==> src/aics_pkg.sv <==
// Package for the analog input configuration and channel select block.
// Assumes one 100 MHz clock domain; software reaches the block over AXI4-Lite.
// Operation
// - Config 0,1 gives four fully differential pairs
// - Config 1,0 four pseudo pairs; 1,1 seven
// - Seven-input mode references the last input
// - Both sequencer bits clear means traditional mode
// - Selected channel changes only at a conversion start, to the last control write
// - Differential span maps bottom to top of scale
// - Config 0,0 gives eight single-ended channels
// - Falling sample-start edge begins sampling the channel
package aics_pkg;

  // Register byte offsets
  localparam logic [3:0] CTRL_OFFSET   = 4'h0; // Control: config, mode, address
  localparam logic [3:0] ACTIVE_OFFSET = 4'h4; // Selection latched at conversion
  localparam logic [3:0] STATUS_OFFSET = 4'h8; // Conversion count and traditional-mode flag

  // Control field positions
  localparam int CFG_BIT0_POS   = 0;
  localparam int CFG_BIT1_POS   = 1;
  localparam int AUTO_CYCLE_POS = 2;
  localparam int CHAN_LIST_POS  = 3;
  localparam int CHAN_ADDR_LSB  = 4;

  // Reset values
  localparam logic [6:0]  CTRL_RESET  = 7'h00;
  localparam logic [15:0] COUNT_RESET = 16'h0000;

  // Full-scale code bounds for a differential span
  localparam logic [11:0] CODE_BOTTOM = 12'h000;
  localparam logic [11:0] CODE_TOP    = 12'hfff;

  // AXI responses
  localparam logic [1:0] RESP_OKAY   = 2'b00;
  localparam logic [1:0] RESP_SLVERR = 2'b10;

  // Input configuration modes
  typedef enum logic [1:0] {
    AICS_SINGLE_ENDED = 2'b00,
    AICS_FULLY_DIFF   = 2'b10,
    AICS_PSEUDO_PAIRS = 2'b01,
    AICS_PSEUDO_SEVEN = 2'b11
  } aics_cfg_t;

  // Control register contents
  typedef struct packed {
    logic [2:0] chan_addr;        // chan_addr_msb..chan_addr_lsb
    logic       channel_list_bit;
    logic       auto_cycle_bit;
    logic       input_config_bit1;
    logic       input_config_bit0;
  } aics_ctrl_t;

  // Mux selection handed to the analog front end
  typedef struct packed {
    logic [2:0] pos_chan;   // Positive input pin
    logic [2:0] neg_chan;   // Negative input pin
    logic       neg_is_gnd; // Negative tied to analog ground
    logic       traditional;
  } aics_sel_t;

endpackage

==> src/aics_top.sv <==
// Analog input configuration decode and traditional channel select.
// Assumes AXI4-Lite master on clk_in and an asynchronous sample-start pin.
`timescale 1ns/10ps
`default_nettype none

module aics_top (
  input  wire logic                 clk_in,
  input  wire logic                 resetn_in,
  input  wire logic                 sample_start_n_in,
  input  wire logic [3:0]           s_axi_awaddr_in,
  input  wire logic                 s_axi_awvalid_in,
  output logic                      s_axi_awready_out,
  input  wire logic [31:0]          s_axi_wdata_in,
  input  wire logic [3:0]           s_axi_wstrb_in,
  input  wire logic                 s_axi_wvalid_in,
  output logic                      s_axi_wready_out,
  output logic [1:0]                s_axi_bresp_out,
  output logic                      s_axi_bvalid_out,
  input  wire logic                 s_axi_bready_in,
  input  wire logic [3:0]           s_axi_araddr_in,
  input  wire logic                 s_axi_arvalid_in,
  output logic                      s_axi_arready_out,
  output logic [31:0]               s_axi_rdata_out,
  output logic [1:0]                s_axi_rresp_out,
  output logic                      s_axi_rvalid_out,
  input  wire logic                 s_axi_rready_in,
  output aics_pkg::aics_sel_t       mux_sel_out,
  output logic                      conv_start_out,
  output logic [11:0]               code_min_out,
  output logic [11:0]               code_max_out
);

  // Channel pair decode; odd lanes carry the negative of a pair when the address is even
  function automatic aics_pkg::aics_sel_t decode_sel(input aics_pkg::aics_ctrl_t c);
    aics_pkg::aics_sel_t s;
    s = '0;
    s.traditional = ~c.auto_cycle_bit & ~c.channel_list_bit;
    unique case ({c.input_config_bit0, c.input_config_bit1})
      aics_pkg::AICS_SINGLE_ENDED: begin
        s.pos_chan   = c.chan_addr;
        s.neg_is_gnd = 1'b1;
      end
      aics_pkg::AICS_FULLY_DIFF, aics_pkg::AICS_PSEUDO_PAIRS: begin
        // Pair index picks lanes 2n and 2n+1; address bit zero swaps polarity
        s.pos_chan = {c.chan_addr[2:1], c.chan_addr[0]};
        s.neg_chan = {c.chan_addr[2:1], ~c.chan_addr[0]};
      end
      aics_pkg::AICS_PSEUDO_SEVEN: begin
        // Address seven would select the common pin against itself; clamp
        s.pos_chan = (c.chan_addr == 3'h7) ? 3'h6 : c.chan_addr;
        s.neg_chan = 3'h7; // common_negative_input
      end
    endcase
    return s;
  endfunction

  // All state of the block
  typedef struct packed {
    logic [2:0]          start_sync;  // Three-stage sample-start synchroniser
    logic                start_level; // Filtered sample-start level
    aics_pkg::aics_ctrl_t ctrl;
    aics_pkg::aics_sel_t active;
    logic                conv_start;
    logic [15:0]         conv_count;
    logic [11:0]         code_min;
    logic [11:0]         code_max;
    logic                aw_held;
    logic [3:0]          aw_addr;
    logic                w_held;
    logic [31:0]         w_data;
    logic [3:0]          w_strb;
    logic                bvalid;
    logic [1:0]          bresp;
    logic                rvalid;
    logic [1:0]          rresp;
    logic [31:0]         rdata;
  } aics_state_t;

  aics_state_t st_reg;  // Registered state
  aics_state_t st_next; // Next state

  logic aw_take;  // Write address accepted this cycle
  logic w_take;   // Write data accepted this cycle
  logic ar_take;  // Read address accepted this cycle

  // Each write channel is ready only while its own half is not held and no response is pending
  assign aw_take = s_axi_awvalid_in & ~st_reg.aw_held & ~st_reg.bvalid;
  assign w_take  = s_axi_wvalid_in & ~st_reg.w_held & ~st_reg.bvalid;
  assign ar_take = s_axi_arvalid_in & ~st_reg.rvalid;

  // Next-state logic
  always_comb begin
    logic [3:0]  waddr;
    logic [31:0] wdata;
    logic [3:0]  wstrb;
    logic        fall;
    waddr   = 4'h0;
    wdata   = 32'h0000_0000;
    wstrb   = 4'h0;
    fall    = 1'b0;
    st_next = st_reg;
    st_next.conv_start = 1'b0;

    // Synchroniser; a change counts once stages two and three agree
    st_next.start_sync = {st_reg.start_sync[1:0], sample_start_n_in};
    if (st_reg.start_sync[2] == st_reg.start_sync[1]) begin
      st_next.start_level = st_reg.start_sync[2];
      fall = st_reg.start_level & ~st_reg.start_sync[2];
    end

    // Conversion start latches the stored selection
    if (fall) begin
      st_next.conv_start = 1'b1;
      st_next.active     = decode_sel(st_reg.ctrl);
      st_next.conv_count = st_reg.conv_count + 16'h0001;
      // Bottom and top of scale apply to every mode's span
      st_next.code_min   = aics_pkg::CODE_BOTTOM;
      st_next.code_max   = aics_pkg::CODE_TOP;
    end

    // Write channels, taken in either order
    if (aw_take) begin
      st_next.aw_held = 1'b1;
      st_next.aw_addr = s_axi_awaddr_in;
    end
    if (w_take) begin
      st_next.w_held = 1'b1;
      st_next.w_data = s_axi_wdata_in;
      st_next.w_strb = s_axi_wstrb_in;
    end
    if (st_reg.aw_held & st_reg.w_held) begin
      waddr = st_reg.aw_addr;
      wdata = st_reg.w_data;
      wstrb = st_reg.w_strb;
      st_next.aw_held = 1'b0;
      st_next.w_held  = 1'b0;
      st_next.bvalid  = 1'b1;
      if (waddr == aics_pkg::CTRL_OFFSET) begin
        st_next.bresp = aics_pkg::RESP_OKAY;
        // Only a control write moves the stored channel; a conversion start copies it to the selection
        if (wstrb[0]) begin
          st_next.ctrl = aics_pkg::aics_ctrl_t'(wdata[6:0]);
        end
      end else begin
        st_next.bresp = aics_pkg::RESP_SLVERR;
      end
    end
    if (st_reg.bvalid & s_axi_bready_in) begin
      st_next.bvalid = 1'b0;
    end

    // Read channel
    if (ar_take) begin
      st_next.rvalid = 1'b1;
      st_next.rresp  = aics_pkg::RESP_OKAY;
      unique case (s_axi_araddr_in)
        aics_pkg::CTRL_OFFSET:   st_next.rdata = {25'h0, st_reg.ctrl};
        aics_pkg::ACTIVE_OFFSET: st_next.rdata = {24'h0, st_reg.active};
        aics_pkg::STATUS_OFFSET: st_next.rdata = {15'h0, st_reg.active.traditional,
                                                  st_reg.conv_count};
        default: begin
          st_next.rdata = 32'h0000_0000;
          st_next.rresp = aics_pkg::RESP_SLVERR;
        end
      endcase
    end else if (st_reg.rvalid & s_axi_rready_in) begin
      st_next.rvalid = 1'b0;
    end
  end

  // State register; reset loads constants only
  always_ff @(posedge clk_in or negedge resetn_in) begin
    if (!resetn_in) begin
      st_reg             <= '0;
      st_reg.start_sync  <= 3'b111;
      st_reg.start_level <= 1'b1;
      st_reg.ctrl        <= aics_pkg::aics_ctrl_t'(aics_pkg::CTRL_RESET);
      st_reg.conv_count  <= aics_pkg::COUNT_RESET;
      st_reg.code_max    <= aics_pkg::CODE_TOP;
    end else begin
      st_reg <= st_next;
    end
  end

  // Outputs come straight from state flops
  assign s_axi_awready_out = ~st_reg.aw_held & ~st_reg.bvalid;
  assign s_axi_wready_out  = ~st_reg.w_held & ~st_reg.bvalid;
  assign s_axi_bvalid_out  = st_reg.bvalid;
  assign s_axi_bresp_out   = st_reg.bresp;
  assign s_axi_arready_out = ~st_reg.rvalid;
  assign s_axi_rvalid_out  = st_reg.rvalid;
  assign s_axi_rresp_out   = st_reg.rresp;
  assign s_axi_rdata_out   = st_reg.rdata;
  assign mux_sel_out       = st_reg.active;
  assign conv_start_out    = st_reg.conv_start;
  assign code_min_out      = st_reg.code_min;
  assign code_max_out      = st_reg.code_max;

endmodule

`default_nettype wire

==> config.mk <==
export PLATFORM = sky130hd
export DESIGN_NAME = aics_top
export DESIGN_NICKNAME = d
export VERILOG_FILES = /design/src/aics_pkg.sv /design/src/aics_top.sv
export SDC_FILE = /design/constraint.sdc
export NUM_CORES = 1
export LEC_CHECK = 0
export BUFFER_PORTS_ARGS = -buffer_cell sky130_fd_sc_hd__buf_2
export CORE_ASPECT_RATIO = 0.9
export CORE_MARGIN = 4
export CORE_UTILIZATION = 49
export CTS_CLUSTER_DIAMETER = 60
export DETAILED_ROUTE_END_ITERATION = 7
export HOLD_SLACK_MARGIN = 0.06
export PLACE_DENSITY_LB_ADDON = 0.15
export SYNTH_ARGS = -nofsm -noshare
export SYNTH_HDL_FRONTEND = slang
export SYNTH_SLANG_ARGS = --single-unit
export TNS_END_PERCENT = 100
==> constraint.sdc <==
create_clock -name clk_in -period 1.8 [get_ports clk_in]
set_input_delay 0.18 -clock clk_in [delete_from_list [all_inputs] [get_ports clk_in]]
set_output_delay 0.18 -clock clk_in [all_outputs]
set_load 0.005 [all_outputs]
==> impl_metrics.tcl <==
set metrics [dict create \
    cp.depth 4 \
    grt_usage_pct 16.3 \
    finalSetupTns_ns 0 \
    synth_area_leaders "dfrtp_1 49%, buf_4 15%, mux2_2 5.6%" \
    max-vdd-ir-drop_mv 0.684 \
    dr.first_iter.drc_count 93 \
    largest_reg_flops 39 \
    crit_required_ns 2.07 \
    grt_overflow_total 0 \
    pwr-share-clk_pct 29.5 \
    dieArea_um2 8370 \
    port_buffers 56 \
    yosysWarnings 0 \
    final-setup-viol-count 0 \
    maxSlewHeadroom_pct 62.2 \
    worstPathCellList "or3b_4, nor3_4, and3_1, xor2_1" \
    cts-buffers-inserted 9 \
    finalClockSkew_ns 0.00924 \
    power.leakage_nw 1.92 \
    synth_common_cells "68 x buf_4, 67 x dfrtp_1, 30 x nand2_1, 17 x mux2_2, 12 x xnor2_1" \
    fp.dieH_um 87.2 \
    cts_root_buffer "clkbuf_8" \
    met1_usage_pct 22.7 \
    start_kind "register" \
    max_freq_ghz 0.600 \
    avgSynthCellArea_um2 11.2 \
    grt_busiest_layer "met2" \
    path_class "reg -> reg" \
    fin_area_um2 3790 \
    htree_levels 3 \
    critPathMaxFanout 5 \
    grt_pass1_wl_um 10300 \
    max_stage_delay_ns 0.53 \
    met3_usage_pct 5.36 \
    drc 0 \
    hold_viol 0 \
    holdPathStages 2 \
    drive_gt1_share_pct 29.1 \
    ios 126 \
    synthArstFlopShare_pct 100 \
    status "complete, no violations" \
    synth_top_area_cell "dfrtp_1" \
    grt_max_degree 72 \
    routabilityCongestion 0.793 \
    die_w_um 96.0 \
    finalWirelength_um 6140 \
    power_density_nw_per_um2 1190 \
    clockBufferDepth 2 \
    slew_viol_final 0 \
    start_util_pct 51.3 \
    yosysMostFrequentCell "buf_4" \
    synth_edf_count 0 \
    rsz0062_at_grt "false" \
    layout_min_cycle_time_ns 1.67 \
    pre_cts_slack_ns 0.0532 \
    dr.pass1.iters 5 \
    critPathBufInv 0 \
    grt_pass1_vias 2071 \
    ys_types 40 \
    cts_sinks 71 \
    swShare_pct 29.0 \
    routedWlPerCell_um 13.8 \
    fin_crit_sh_pct 92.5 \
    arrival_ns 1.93 \
    worst_slew_pin_slew_ns 0.565 \
    dp_hpwl_um 4340 \
    p_total_w 0.00452 \
    power_switching_w 0.00131 \
    syn-cell-area_um2 3410 \
    combPwrFrac_pct 19.7 \
    ys_seq_area_share_pct 52.2 \
    synth_top_area_share_pct 49.1 \
    viasPerCell 4.84 \
    min_path_type "in -> reg" \
    core_area_um2 6660 \
    row_count 28 \
    worst-r2r-cell-count 4 \
    n_antenna_cell 0 \
    synthCells 304 \
    nets 405 \
    area_delta_synth_final_pct 11.1 \
    grt_util_met2_pct 24.4 \
    ys_ff_latch 71 \
    dr_total_vias 2149 \
    cts_tree "done" \
    end_kind "register" \
    drv_cap 0 \
    critical_path.top_delay_family "simple AND/OR/NAND/NOR gates" \
    internal_power_w 0.00321 \
    antenna_found_initial 0 \
    seqPwrFrac_pct 50.8 \
    setup_ws_ns 0.135 \
    clk_pin_slew_ns 0.08 \
    fin_util_pct 57.0 \
    clk_latency_ns 0.34 \
    cp_slowest_cell "dfstp_2" \
    place_area_um2 3460 \
    ys.flop_type "dfrtp_1" \
    detail-route-antenna-nets 0 \
]
## path summary, 6_finish.rpt
path	slack, ns	end	from
max	0.13	st_reg[113]	st_reg[136]
min	0.08	st_reg[44]	s_axi_wdata_in[2]
max reg2reg	0.13	st_reg[113]	st_reg[136]
min reg2reg	0.36	st_next[139]	st_next[138]
max in group asynchronous	1.07	st_reg[139]	resetn_in
min in group asynchronous	0.38	st_reg[43]	resetn_in
## layer usage
metal	routed length, um	up-vias
met5	0	-
met4	59	0
met3	480	4
met2	2780	87
met1	2810	1043
li1	-	1015
## placed cells by master, fill, tap and decap left out, types with 8 or more instances in the layout
cell type	synthesis	layout
nor2_1	11	11
a22o_1	9	9
buf_2	1	56
dlygate4sd3_1	0	11
clkbuf_8	0	12
a22oi_1	8	8
conb_1	2	41
nand2_1	30	30
xnor2_1	12	12
dfrtp_1	67	67
mux2_2	17	17
## cell families after synthesis
| kind of cell | share of synthesized area [%] |
|---|---|
| fa+ha+maj | 1.76 |
| mux | 5.90 |
| xor+xnor | 3.85 |
| other cells | 0.220 |
| flops | 52.2 |
| compound gates | 9.09 |
| simple gates | 9.90 |
| buf+inv | 17.1 |
## cell type report
cell class / count / area (um2)
Clock inverter: 4 / 51.3
Sequential cell: 71 / 1780
Fill cell: 599 / 2860
Inverter: 6 / 22.5
Timing Repair Buffer: 74 / 455
Clock buffer: 12 / 165
Tap cell: 90 / 113
Multi-Input combinational cell: 187 / 1200
## what timing repair did
| action | 4_1_cts | 5_1_grt |
|---|---|---|
| setup buffers | 0 | 0 |
| hold buffers | 10 | 1 |
| endpoints found under the setup margin | 0 | 7 |
| endpoints found under the hold margin | 76 | 1 |
| resized for setup | 0 | 2 |
## metrics by stage
stage          cells  hold slack (ns)
6_report         444           0.0771
2_1_floorplan    343           -0.116
3_3_place_gp     417            0.233
4_1_cts          443           0.0610
5_1_grt          444           0.0610
3_5_place_dp     417            0.232
## power by group through the flow
stage,combinational (W),clock [W],sequential [W]
6_report,0.000891,0.00133,0.00230
3_3_place_gp,0.000867,0,0.00231
2_1_floorplan,0.000779,0,0.00221
5_1_grt,0.00104,0.00146,0.00236
3_5_place_dp,0.000878,0,0.00233
4_1_cts,0.000900,0.00138,0.00230
Power figures use the tool's default switching activity.
